## src/aem_pkg.sv

```systemverilog
// Shared constants and types of the absolute encoder four-slave map
`default_nettype none

package aem_pkg;

	////////////////////////////////////////////////////////////////////////////
	// Widths
	localparam int POS_W  = 13;          // Single-turn position width
	localparam int NIB_W  = 4;           // One slave data nibble
	localparam int ADDR_W = 3;           // Register port address width
	localparam int FIFO_DEPTH = 32;      // Sample buffer depth

	////////////////////////////////////////////////////////////////////////////
	// Register port map: data nibble of each slave, then parameter nibble
	localparam logic [ADDR_W-1:0] ADDR_DATA_A  = 3'h0;
	localparam logic [ADDR_W-1:0] ADDR_DATA_B  = 3'h1;
	localparam logic [ADDR_W-1:0] ADDR_DATA_C  = 3'h2;
	localparam logic [ADDR_W-1:0] ADDR_DATA_D  = 3'h3;
	localparam logic [ADDR_W-1:0] ADDR_PARAM_A = 3'h4;
	localparam logic [ADDR_W-1:0] ADDR_PARAM_B = 3'h5;
	localparam logic [ADDR_W-1:0] ADDR_PARAM_C = 3'h6;
	localparam logic [ADDR_W-1:0] ADDR_PARAM_D = 3'h7;

	////////////////////////////////////////////////////////////////////////////
	// Field positions inside a slave nibble
	localparam int NIB_BIT_ZERO  = 0;
	localparam int NIB_BIT_ONE   = 1;
	localparam int NIB_BIT_TWO   = 2;
	localparam int NIB_BIT_THREE = 3;
	localparam int FLAG_POS_BITS = 3;    // Position bits per slave in flag mode

	// Two-bit command codes, first named bit on the left
	localparam logic [1:0] CMD_01 = 2'h1;
	localparam logic [1:0] CMD_10 = 2'h2;

	////////////////////////////////////////////////////////////////////////////
	// Preset targets and reset values
	localparam logic [POS_W-1:0] POS_QUARTER = 13'h0800;
	localparam logic [POS_W-1:0] POS_ZERO    = 13'h0000;
	localparam logic [POS_W-1:0] POS_RST     = 13'h0000;
	localparam logic [NIB_W-1:0] NIB_RST     = 4'h0;
	localparam logic [1:0]       CMD_RST     = 2'h0;

	// Slave A parameter nibble
	typedef struct packed {
		logic spare_parameter;
		logic count_direction_select;
		logic flag_mode_select;
		logic code_type_select;
	} aem_param_t;

	localparam aem_param_t PARAM_RST = 4'h0;

endpackage

`default_nettype wire

```

## src/aem_fifo.sv

```systemverilog
// Sample FIFO with valid and ready on both sides
`default_nettype none

module aem_fifo #(
	parameter int W     = 13,
	parameter int DEPTH = 32
) (
	input  wire logic         mclk,      // System clock
	input  wire logic         nrst,      // Async reset, active low
	input  wire logic         ce,        // Clock enable, freezes state
	input  wire logic [W-1:0] in_data,   // Sample in
	input  wire logic         in_valid,  // Sample in present
	output var  logic         in_ready,  // Room for a sample
	output logic      [W-1:0] out_data,  // Oldest sample
	output var  logic         out_valid, // Oldest sample present
	input  wire logic         out_ready  // Drain takes sample
);

	localparam int AW = $clog2(DEPTH);

	logic [W-1:0]  mem [DEPTH];
	logic [AW-1:0] wp_r;
	logic [AW-1:0] rp_r;
	logic [AW:0]   cnt_r;
	logic [AW:0]   cnt_nxt;
	wire           push;
	wire           pop;

	// Handshakes and occupancy
	assign push     = in_valid & in_ready;
	assign pop      = out_valid & out_ready;
	assign cnt_nxt  = cnt_r + (AW+1)'(push) - (AW+1)'(pop);
	assign out_data = mem[rp_r];

	// Pointers wrap naturally, so depth must be a power of two
	always_ff @(posedge mclk or negedge nrst) begin
		if (!nrst) begin
			wp_r      <= '0;
			rp_r      <= '0;
			cnt_r     <= '0;
			in_ready  <= 1'b1;
			out_valid <= 1'b0;
		end else if (ce) begin
			wp_r      <= push ? wp_r + 1'b1 : wp_r;
			rp_r      <= pop ? rp_r + 1'b1 : rp_r;
			cnt_r     <= cnt_nxt;
			in_ready  <= cnt_nxt != (AW+1)'(DEPTH);
			out_valid <= cnt_nxt != '0;
		end
	end

	// Storage, no reset needed
	always_ff @(posedge mclk) begin
		if (ce && push) begin
			mem[wp_r] <= in_data;
		end
	end

endmodule // aem_fifo

`default_nettype wire

```

## src/aem_map.sv

```systemverilog
// Absolute encoder position mapped onto four bus slave nibbles
//
// The address map and the strobed register port were decided locally.
`default_nettype none

module aem_map #(
	parameter int POS_W      = aem_pkg::POS_W,
	parameter int FIFO_DEPTH = aem_pkg::FIFO_DEPTH
) (
	input  wire logic               mclk,                   // System clock, 25 MHz
	input  wire logic               nrst,                   // Async reset, active low
	input  wire logic               ce,                     // Clock enable
	input  wire logic [2:0]         addr,                   // Register address
	input  wire logic [3:0]         wdata,                  // Write nibble
	input  wire logic               wr,                     // Write strobe
	input  wire logic               rd,                     // Read strobe
	output var  logic [3:0]         rdata,                  // Read nibble, one cycle later
	input  wire logic [POS_W-1:0]   sens_data,              // Raw angle, rises clockwise
	input  wire logic               sens_valid,             // Raw angle present
	output var  logic               sens_ready,             // Buffer accepts angle
	output var  logic               latch_pulse,            // Position stored this cycle
	output var  logic               code_type_select,       // 1 binary, 0 Gray
	output var  logic               flag_mode_select,       // 1 without flags
	output var  logic               count_direction_select  // 1 up clockwise
);

	////////////////////////////////////////////////////////////////////////////
	// Declarations
	aem_pkg::aem_param_t param_r;
	logic [3:0]       prev_out_r;
	logic [POS_W-1:0] cur_raw_r;
	logic [POS_W-1:0] offset_r;
	logic [POS_W-1:0] stored_r;
	logic             flag_r;
	logic [POS_W-1:0] fifo_data;
	logic             fifo_valid;
	logic [3:0]       nib [4];
	logic [3:0]       rdata_nxt;

	wire              wr_data_a;
	wire              wr_param_a;
	wire              drain_rdy;
	wire              pop;
	wire [1:0]        latch_new;
	wire [1:0]        latch_old;
	wire [1:0]        preset_cmd;
	wire              latch_hit;
	wire [POS_W-1:0]  dir_pos;
	wire [POS_W-1:0]  live_pos;
	wire [POS_W-1:0]  code_word;
	wire [POS_W-1:0]  preset_target;
	wire              preset_hit;
	wire              rd_nib;

	////////////////////////////////////////////////////////////////////////////
	// Sample buffer between sensor and position logic
	aem_fifo #(
		.W     (POS_W),
		.DEPTH (FIFO_DEPTH)
	) u_fifo (
		.mclk      (mclk),
		.nrst      (nrst),
		.ce        (ce),
		.in_data   (sens_data),
		.in_valid  (sens_valid),
		.in_ready  (sens_ready),
		.out_data  (fifo_data),
		.out_valid (fifo_valid),
		.out_ready (drain_rdy)
	);

	////////////////////////////////////////////////////////////////////////////
	// Write decode
	// slave A parameters only
	assign wr_param_a = wr && (addr == aem_pkg::ADDR_PARAM_A);
	assign wr_data_a  = wr && (addr == aem_pkg::ADDR_DATA_A);
	// Stall the drain during a slave A write so a preset sees a steady angle
	assign drain_rdy  = !wr_data_a;
	assign pop        = fifo_valid & drain_rdy;

	// Command pairs, first named bit on the left
	assign latch_new  = {wdata[aem_pkg::NIB_BIT_TWO], wdata[aem_pkg::NIB_BIT_THREE]};
	assign latch_old  = {prev_out_r[aem_pkg::NIB_BIT_TWO], prev_out_r[aem_pkg::NIB_BIT_THREE]};
	assign preset_cmd = {wdata[aem_pkg::NIB_BIT_ZERO], wdata[aem_pkg::NIB_BIT_ONE]};

	// store only on 01 to 10 or 10 to 01
	// compared against the previous slave A output
	assign latch_hit  = wr_data_a &&
		(((latch_old == aem_pkg::CMD_01) && (latch_new == aem_pkg::CMD_10)) ||
		 ((latch_old == aem_pkg::CMD_10) && (latch_new == aem_pkg::CMD_01)));

	// preset codes, 00 and 11 leave the position alone
	assign preset_hit    = wr_data_a && ((preset_cmd == aem_pkg::CMD_01) || (preset_cmd == aem_pkg::CMD_10));
	assign preset_target = (preset_cmd == aem_pkg::CMD_01) ? aem_pkg::POS_QUARTER : aem_pkg::POS_ZERO;

	////////////////////////////////////////////////////////////////////////////
	// Position path
	// counting down negates the clockwise angle modulo one turn
	assign dir_pos   = param_r.count_direction_select ? cur_raw_r : POS_W'(-cur_raw_r);
	assign live_pos  = POS_W'(dir_pos + offset_r);
	assign code_word = param_r.code_type_select ? live_pos : (live_pos ^ (live_pos >> 1));

	// Parameter bits and last slave A output
	always_ff @(posedge mclk or negedge nrst) begin
		if (!nrst) begin
			param_r    <= aem_pkg::PARAM_RST;
			prev_out_r <= aem_pkg::NIB_RST;
		end else if (ce) begin
			// only slave A parameter writes land
			if (wr_param_a) begin
				param_r <= wdata;
			end
			if (wr_data_a) begin
				prev_out_r <= wdata;
			end
		end
	end

	// Angle tracking and preset offset
	always_ff @(posedge mclk or negedge nrst) begin
		if (!nrst) begin
			cur_raw_r <= aem_pkg::POS_RST;
			offset_r  <= aem_pkg::POS_RST;
		end else if (ce) begin
			if (pop) begin
				cur_raw_r <= fifo_data;
			end
			// offset makes the live position hit the target
			if (preset_hit) begin
				offset_r <= POS_W'(preset_target - dir_pos);
			end
		end
	end

	// Stored word and its flag; the latch uses the position before any preset
	always_ff @(posedge mclk or negedge nrst) begin
		if (!nrst) begin
			stored_r    <= aem_pkg::POS_RST;
			flag_r      <= 1'b0;
			latch_pulse <= 1'b0;
		end else if (ce) begin
			latch_pulse <= latch_hit;
			if (latch_hit) begin
				stored_r <= code_word;
				// flag follows output bit two of this command
				flag_r   <= wdata[aem_pkg::NIB_BIT_TWO];
			end
		end
	end

	////////////////////////////////////////////////////////////////////////////
	// Slave input nibbles
	// all four slaves carry the one stored word
	// flag mode leaves three bits per slave, twelve in all
	for (genvar s = 0; s < 4; s++) begin : g_nib
		localparam int LO_NF = s * aem_pkg::NIB_W;
		localparam int LO_F  = s * aem_pkg::FLAG_POS_BITS;
		wire [3:0] nf_nib;
		// four bits per slave, slave D holds bit 12 alone
		if (s < 3) begin : g_full
			assign nf_nib = stored_r[LO_NF +: 4];
		end else begin : g_top
			assign nf_nib = {3'h0, stored_r[LO_NF]};
		end
		// format chosen by slave A parameter bit one
		// three position bits plus flag on bit three
		assign nib[s] = param_r.flag_mode_select ? nf_nib : {flag_r, stored_r[LO_F +: 3]};
	end

	// Read select, unmapped and parameter reads return zero
	assign rd_nib    = rd && !addr[2];
	assign rdata_nxt = rd_nib ? nib[addr[1:0]] : aem_pkg::NIB_RST;

	// reads show the word stored before this cycle's latch
	always_ff @(posedge mclk or negedge nrst) begin
		if (!nrst) begin
			rdata <= aem_pkg::NIB_RST;
		end else if (ce) begin
			rdata <= rdata_nxt;
		end
	end

	// Configuration levels for the rest of the encoder
	always_ff @(posedge mclk or negedge nrst) begin
		if (!nrst) begin
			code_type_select       <= 1'b0;
			flag_mode_select       <= 1'b0;
			count_direction_select <= 1'b0;
		end else if (ce) begin
			code_type_select       <= param_r.code_type_select;
			flag_mode_select       <= param_r.flag_mode_select;
			count_direction_select <= param_r.count_direction_select;
		end
	end
endmodule // aem_map

`default_nettype wire

```

## config.mk

```make
export PLATFORM = sky130hd
export DESIGN_NAME = aem_map
export DESIGN_NICKNAME = d
export VERILOG_FILES = /design/src/aem_pkg.sv /design/src/aem_fifo.sv /design/src/aem_map.sv
export SDC_FILE = /design/constraint.sdc
export NUM_CORES = 1
export LEC_CHECK = 0
export ABC_AREA = 1
export BUFFER_PORTS_ARGS = -buffer_cell sky130_fd_sc_hd__buf_2
export CORE_UTILIZATION = 34
export DETAILED_ROUTE_END_ITERATION = 8
export REMOVE_ABC_BUFFERS = 1
export SLEW_MARGIN = 30
export SYNTH_ARGS = -nofsm -noshare
export SYNTH_HDL_FRONTEND = slang
export SYNTH_SLANG_ARGS = --single-unit
```

## constraint.sdc

```tcl
create_clock -name mclk -period 3.6 [get_ports mclk]
set_input_delay 0.72 -clock mclk [delete_from_list [all_inputs] [get_ports mclk]]
set_output_delay 0.72 -clock mclk [all_outputs]
set_load 0.005 [all_outputs]
```

==> impl_metrics.yaml, run 1 <==
run_status:
  status: "finished, final reports clean"
power:
  peakVddDrop_v: 0.0004261
  power_mw: 19.21
  pwr_density_cell_nw_per_um2: 811.3
  p_leak_nw: 8.394
layout:
  drive_gt1_share_pct: 10.64
  fillers: 5784
  area_growth_pct: 13.18
  multi_input_area_um2: 5847
  nets: 1887
  stdcell_area_um2: 23690
  regArea_um2: 14270
  n_antenna_cell: 0
setup_path:
  required_ns: 4.12
  slowest_stage: "dfrtp_1"
  cp-end-kind: "flop"
  cp_max_fo: 6
  crit_top_cell: "nand2_1"
  critPathArrivalTime_ns: 3.46
  critical-path-max-stage-delay_ns: 0.41
  cp-start-kind: "flop"
  crit_cells: 16
  crit_buf_inv: 2
  r2r_cells: 16
  crit_family: "simple AND/OR/NAND/NOR gates"
  critical_path_class: "flop to flop"
  crit_chain: "inv_2, ha_1, nand2_1, nor2_1, nand2_1, nand3_1, nand2_1, ha_1, a21oi_1, a21boi_0, nand4_1, nand2_1, inv_1, o21bai_1, nand3_1, o21ai_0"
logic_synthesis:
  syn_area_um2: 20930
  avgSynthCellArea_um2: 11.72
  yosys-top-cells-count: "416 x edfxtp_1, 280 x nor2_1, 232 x o21ai_0, 203 x nand2_1"
  synth.ff_latch_count: 487
  synth_top_area_share_pct: 59.70
  synth_area_leaders: "edfxtp_1 60%, dfrtp_1 8.4%, o21ai_0 5.5%"
  yosys.area.top_type: "edfxtp_1"
  synth_most_common_cell: "edfxtp_1"
  synth_edf_count: 416
  synthFlopType: "edfxtp_1"
  synth_warnings: 0
  synth.distinct_cells: 47
  async_reset_ff_share_pct: 14.58
  yosysSeqAreaShare_pct: 68.19
  synthCells: 1786
die:
  die-area_um2: 62550
  die_x_um: 250.1
  rows: 90
  io_pins: 35
  core_area_um2: 60580
  start_util_pct: 34.54
  dieHeight_um: 250.1
route:
  first_pass_iters: 6
  dr_total_vias: 13870
  drc_errors: 0
  wirelength_um: 51540
  drtIter0Drc: 1333
  wl_per_cell_um: 19.43
  drt-vias-per-instance: 5.230
  final_antenna_net_count: 0
cts:
  insertion_delay_ns: 0.61
  clk_path_buf_depth: 3
  cts_resized: 0
  numCtsBuffers: 51
  cts_hold_buf: 0
  clock-root-buffer: "clkbuf_16"
  tritoncts: "done"
  cts.sinks: 487
  cts.htree.levels: 2
  cts.clk_slew.worst_paths_ns: 0.06
  post-cts-setup-buffers: 0
timing:
  worst_pin_slew_ns: 0.8043
  fmax_mhz: 339.6
  slew_viol_final: 0
  post-route-min-period_ns: 2.945
  relSlewSlack_pct: 46.38
  hold_violations: 0
  rsz0062_at_grt: "no"
  fin_crit_sh_pct: 81.80
  fin_ws_ns: 0.6552
  worst_clock_skew_ns: 0.03255
  setup_viol: 0
worst_hold_path:
  hp-class: "primary input to async pin"
global_routing:
  antenna_found_initial: 0
  grt.total_usage_pct: 16.38
  grt_max_degree: 153
  grt_pass1_vias: 13540
  grt_overflow_total: 0
  grt_pass1_wl_um: 79010
placement:
  placed_cell_area_um2: 22030
  globalplace.congestion: 0.8462
  dp_slack_ns: 0.3283
  port_buffers: 34
  dp_hpwl_um: 29940
run:
  maxCapViolations: 0
per-stage QoR:
stage               TNS [ns]  utilization, %  std cells  hold WS [ns]
CTS                        0           39.09       2652        0.2925
global placement           0           36.37       2560        0.4637
global route               0           39.10       2652        0.1999
detailed placement         0           36.37       2560        0.4660
floorplan             -39.30               -       1693        0.4244
finish                     0           39.10       2652        0.1291
area by class of cell:
cell class                 instances  share of cell area (%)
tap                              782                   4.131
multi-input combinational       1111                   24.69
clock buffer                      68                   5.832
timing repair buffer              85                   2.414
inverter                          95                   1.537
sequential                       487                   60.27
clock inverter                    24                   1.130
metal layers:
metal,wire (um),up-vias,global-route usage [%]
met5,0,-,0
met4,1677,0,6.538
met3,2959,92,2.213
met2,24350,418,26.45
met1,22550,6828,22.29
li1,-,6532,-
logic make-up after synthesis:
family          after synthesis  share of synthesized area (%)
xor+xnor                     36                          1.632
buf+inv                     188                          3.880
fa+ha+maj                    30                          1.865
compound gates              418                          11.53
flops                       487                          68.19
simple gates                627                          12.90
flip-flops by register name, indices dropped and copies added (netlist names), 2 cells and up:
signal	count
offset_r	13
prev_out_r	2
u_fifo.rp_r	5
param_r	3
u_fifo.cnt_r	6
u_fifo.mem	416
u_fifo.wp_r	5
cur_raw_r	13
rdata	4
stored_r	13
power breakdown:
part | total (mW) | internal [mW] | switching, mW
clock network | 5.16 | 3.00 | 2.17
registers | 6.88 | 6.56 | 0.319
logic | 7.18 | 2.26 | 4.92
final timing paths:
check | startpoint | endpoint | slack (ns)
worst min register to register | latch_pulse$_DFFE_PN0P_ | latch_pulse$_DFFE_PN0P_ | 0.48
worst min-delay path | nrst | rdata[2]$_DFFE_PN0P_ | 0.13
worst max register to register | cur_raw_r[0]$_DFFE_PN0P_ | stored_r[10]$_DFFE_PN0P_ | 0.66
worst max-delay path | cur_raw_r[0]$_DFFE_PN0P_ | stored_r[10]$_DFFE_PN0P_ | 0.66
max in group asynchronous | nrst | u_fifo.rp_r[0]$_DFFE_PN0P_ | 2.91
min in group mclk | wdata[2] | prev_out_r[2]$_DFFE_PN0P_ | 0.35
cells in the final DEF, fill, tap and decap left out, types with 3 or more instances in the layout:
cell	instances
edfxtp_1	416
nor2_1	279
o21ai_0	232
nand2_1	203
inv_1	81
nand3_1	81
dfrtp_1	68
o22ai_1	58
clkbuf_16	52
buf_4	50
o221ai_1	48
nand4_1	36
o21ai_1	34
buf_2	33
ha_1	28
xor2_1	26
a21oi_1	20
clkbuf_1	14
inv_2	10
clkinv_1	10
nor2_2	8
xnor2_1	8
o211ai_1	7
nand2_2	5
o31ai_1	5
clkinv_2	5
nand3_2	4
nor2_4	4
bufinv_16	4
nor2_8	3
o21bai_1	3
clkinvlp_4	3
No activity file was read; power rests on OpenSTA's default activity.
==> run 2: changes to the inputs <==
- clock period: 3.6 -> 2.7 ns (I/O delays scaled with it)
==> run 2 against run 1 <==
  * Global-route usage is 0.38 points higher
  * Hold slack better by 0.046 ns
  * Final cell count is 2.6% higher
==> impl_metrics.yaml, run 2 (synthesis gave the netlist of run 1 again) <==
layout:
  multi_input_area_um2: 6158
  final_cell_mix: "416 x edfxtp_1, 273 x nor2_1, 229 x o21ai_0, 187 x nand2_1, 97 x buf_4"
  largest_register_ffs: 416
  fillers: 5650
  regMostFlops: "u_fifo.mem"
  area_growth_pct: 17.76
  regArea_um2: 14270
  final_cells: 2721
  final_util_pct: 40.68
  final_common_cell: "edfxtp_1"
  drive_gt1_share_pct: 16.67
  nets: 1952
  stdcell_area_um2: 24640
timing:
  fin_crit_sh_pct: 95.59
  worst_clock_skew_ns: 0.008132
  relSlewSlack_pct: 46.62
  finalHoldWorstSlack_ns: 0.1748
  hold_violations: 0
  setup_viol: 0
  worst_pin_slew_ns: 0.8008
  post-route-min-period_ns: 2.581
  slew_viol_final: 0
  setup-tns-final_ns: 0
  fmax_mhz: 387.5
run_status:
  status: "finished, final reports clean"
route:
  final_antenna_net_count: 0
  drtIter0Drc: 1366
  dr_total_vias: 14110
  drt-vias-per-instance: 5.184
  wl_per_cell_um: 19.54
  wirelength_um: 53170
  first_pass_iters: 5
  drc_errors: 0
worst_hold_path:
  hp-class: "primary input to flop"
  worstHoldPathCells: 3
cts:
  tritoncts: "done"
  cts.sinks: 487
  cts.htree.levels: 2
  numCtsBuffers: 52
  clock-root-buffer: "clkbuf_16"
  cts.clk_slew.worst_paths_ns: 0.06
  insertion_delay_ns: 0.59
  clk_path_buf_depth: 3
die:
  io_pins: 35
  core_area_um2: 60580
  dieHeight_um: 250.1
  die_x_um: 250.1
  die-area_um2: 62550
  rows: 90
  start_util_pct: 34.54
run:
  maxCapViolations: 0
global_routing:
  grt_pass1_wl_um: 80790
  antenna_found_initial: 2
  grt_overflow_total: 0
  grt_max_degree: 85
  grt.total_usage_pct: 16.76
  grt_pass1_vias: 13730
setup_path:
  cp-start-kind: "flop"
  required_ns: 3.19
  r2r_cells: 19
  critPathArrivalTime_ns: 3.07
  critical_path_class: "flop to flop"
  cp_max_fo: 3
  cp-end-kind: "flop"
placement:
  port_buffers: 34
  placed_cell_area_um2: 22640
  globalplace.congestion: 0.8653
  dp_cells: 2614
  dp_hpwl_um: 32000
power:
  pwr_density_cell_nw_per_um2: 1099
  peakVddDrop_v: 0.0006430
  p_leak_nw: 8.794
## run 2: cell types whose count changed in the layout (fill, tap and decap cells not counted), sizes merged
| cell | previous run | this run |
|---|---|---|
| buf | 85 | 148 |
| clkbuf | 68 | 75 |
| bufinv | 4 | 0 |
| clkinvlp | 3 | 1 |
| inv | 95 | 97 |
| clkinv | 17 | 18 |
| diode | 0 | 1 |
| dlygate4sd3 | 0 | 1 |
## run 2: power by group
group | internal, mW | switching, mW | leakage (nW)
clock | 3.83 | 2.85 | 0.792
combinational | 4.05 | 7.20 | 3.39
sequential | 8.74 | 0.403 | 4.62
## run 2: worst paths after layout
check                           slack [ns]                    startpoint                           end
worst max-delay path                  0.12      cur_raw_r[1]$_DFFE_PN0P_       stored_r[8]$_DFFE_PN0P_
worst min-delay path                  0.17                      wdata[2]     prev_out_r[2]$_DFFE_PN0P_
worst max register to register        0.12      cur_raw_r[1]$_DFFE_PN0P_       stored_r[8]$_DFFE_PN0P_
worst min register to register        0.48  flag_mode_select$_DFFE_PN0P_  flag_mode_select$_DFFE_PN0P_
max in group asynchronous             1.56                          nrst   u_fifo.in_ready$_DFFE_PN1P_
min in group asynchronous             0.49                          nrst       stored_r[7]$_DFFE_PN0P_
## run 2: cell type report
| type | count | area share [%] |
|---|---|---|
| clock inverters | 21 | 0.4773 |
| well taps | 782 | 3.971 |
| inverters | 95 | 1.488 |
| multi-input cells | 1111 | 24.99 |
| flip-flops and latches | 487 | 57.93 |
| clock buffers | 75 | 6.042 |
| repair buffers | 149 | 5.093 |
| diodes | 1 | 0.01015 |
## run 2: per-layer routing
layer,vias to the layer above,share of wire [%],global-route usage [%]
met3,92,5.4,2.650
li1,6670,-,-
met2,401,48,27.35
met1,6944,44,22.53
met4,0,3.2,6.170
met5,-,0,0
## run 2: metrics by stage
| step | total power, mW | worst slack, ns |
|---|---|---|
| 2_1_floorplan | 15.65 | -3.842 |
| 3_3_place_gp | 19.35 | -0.2319 |
| 3_5_place_dp | 19.58 | -0.2486 |
| 4_1_cts | 26.31 | -0.002079 |
| 5_1_grt | 28.76 | -0.09838 |
| 6_report | 27.08 | 0.1191 |
## run 2: timing repair
| action | in CTS | in global routing |
|---|---|---|
| hold buffers | 1 | 0 |
| endpoints found under the setup margin | 2 | 9 |
| endpoints found under the hold margin | 40 | 0 |
| resized for setup | 3 | 67 |
| pin swaps | 1 | 22 |
| buffers inserted | 0 | 9 |
## run 2: worst max-delay path, stage by stage, from the launching register on
cell,delay [ns]
dfrtp_1,0.38
inv_2,0.09
buf_4,0.13
nand3_4,0.08
nor2_4,0.15
buf_4,0.13
inv_1,0.03
nand3_1,0.07
nand2_2,0.08
inv_4,0.09
ha_4,0.21
a21oi_4,0.15
nor2_1,0.06
nor2_1,0.16
nand2_2,0.11
xor2_2,0.19
buf_4,0.13
nand3_1,0.07
nand3_1,0.11
nand2_1,0.05
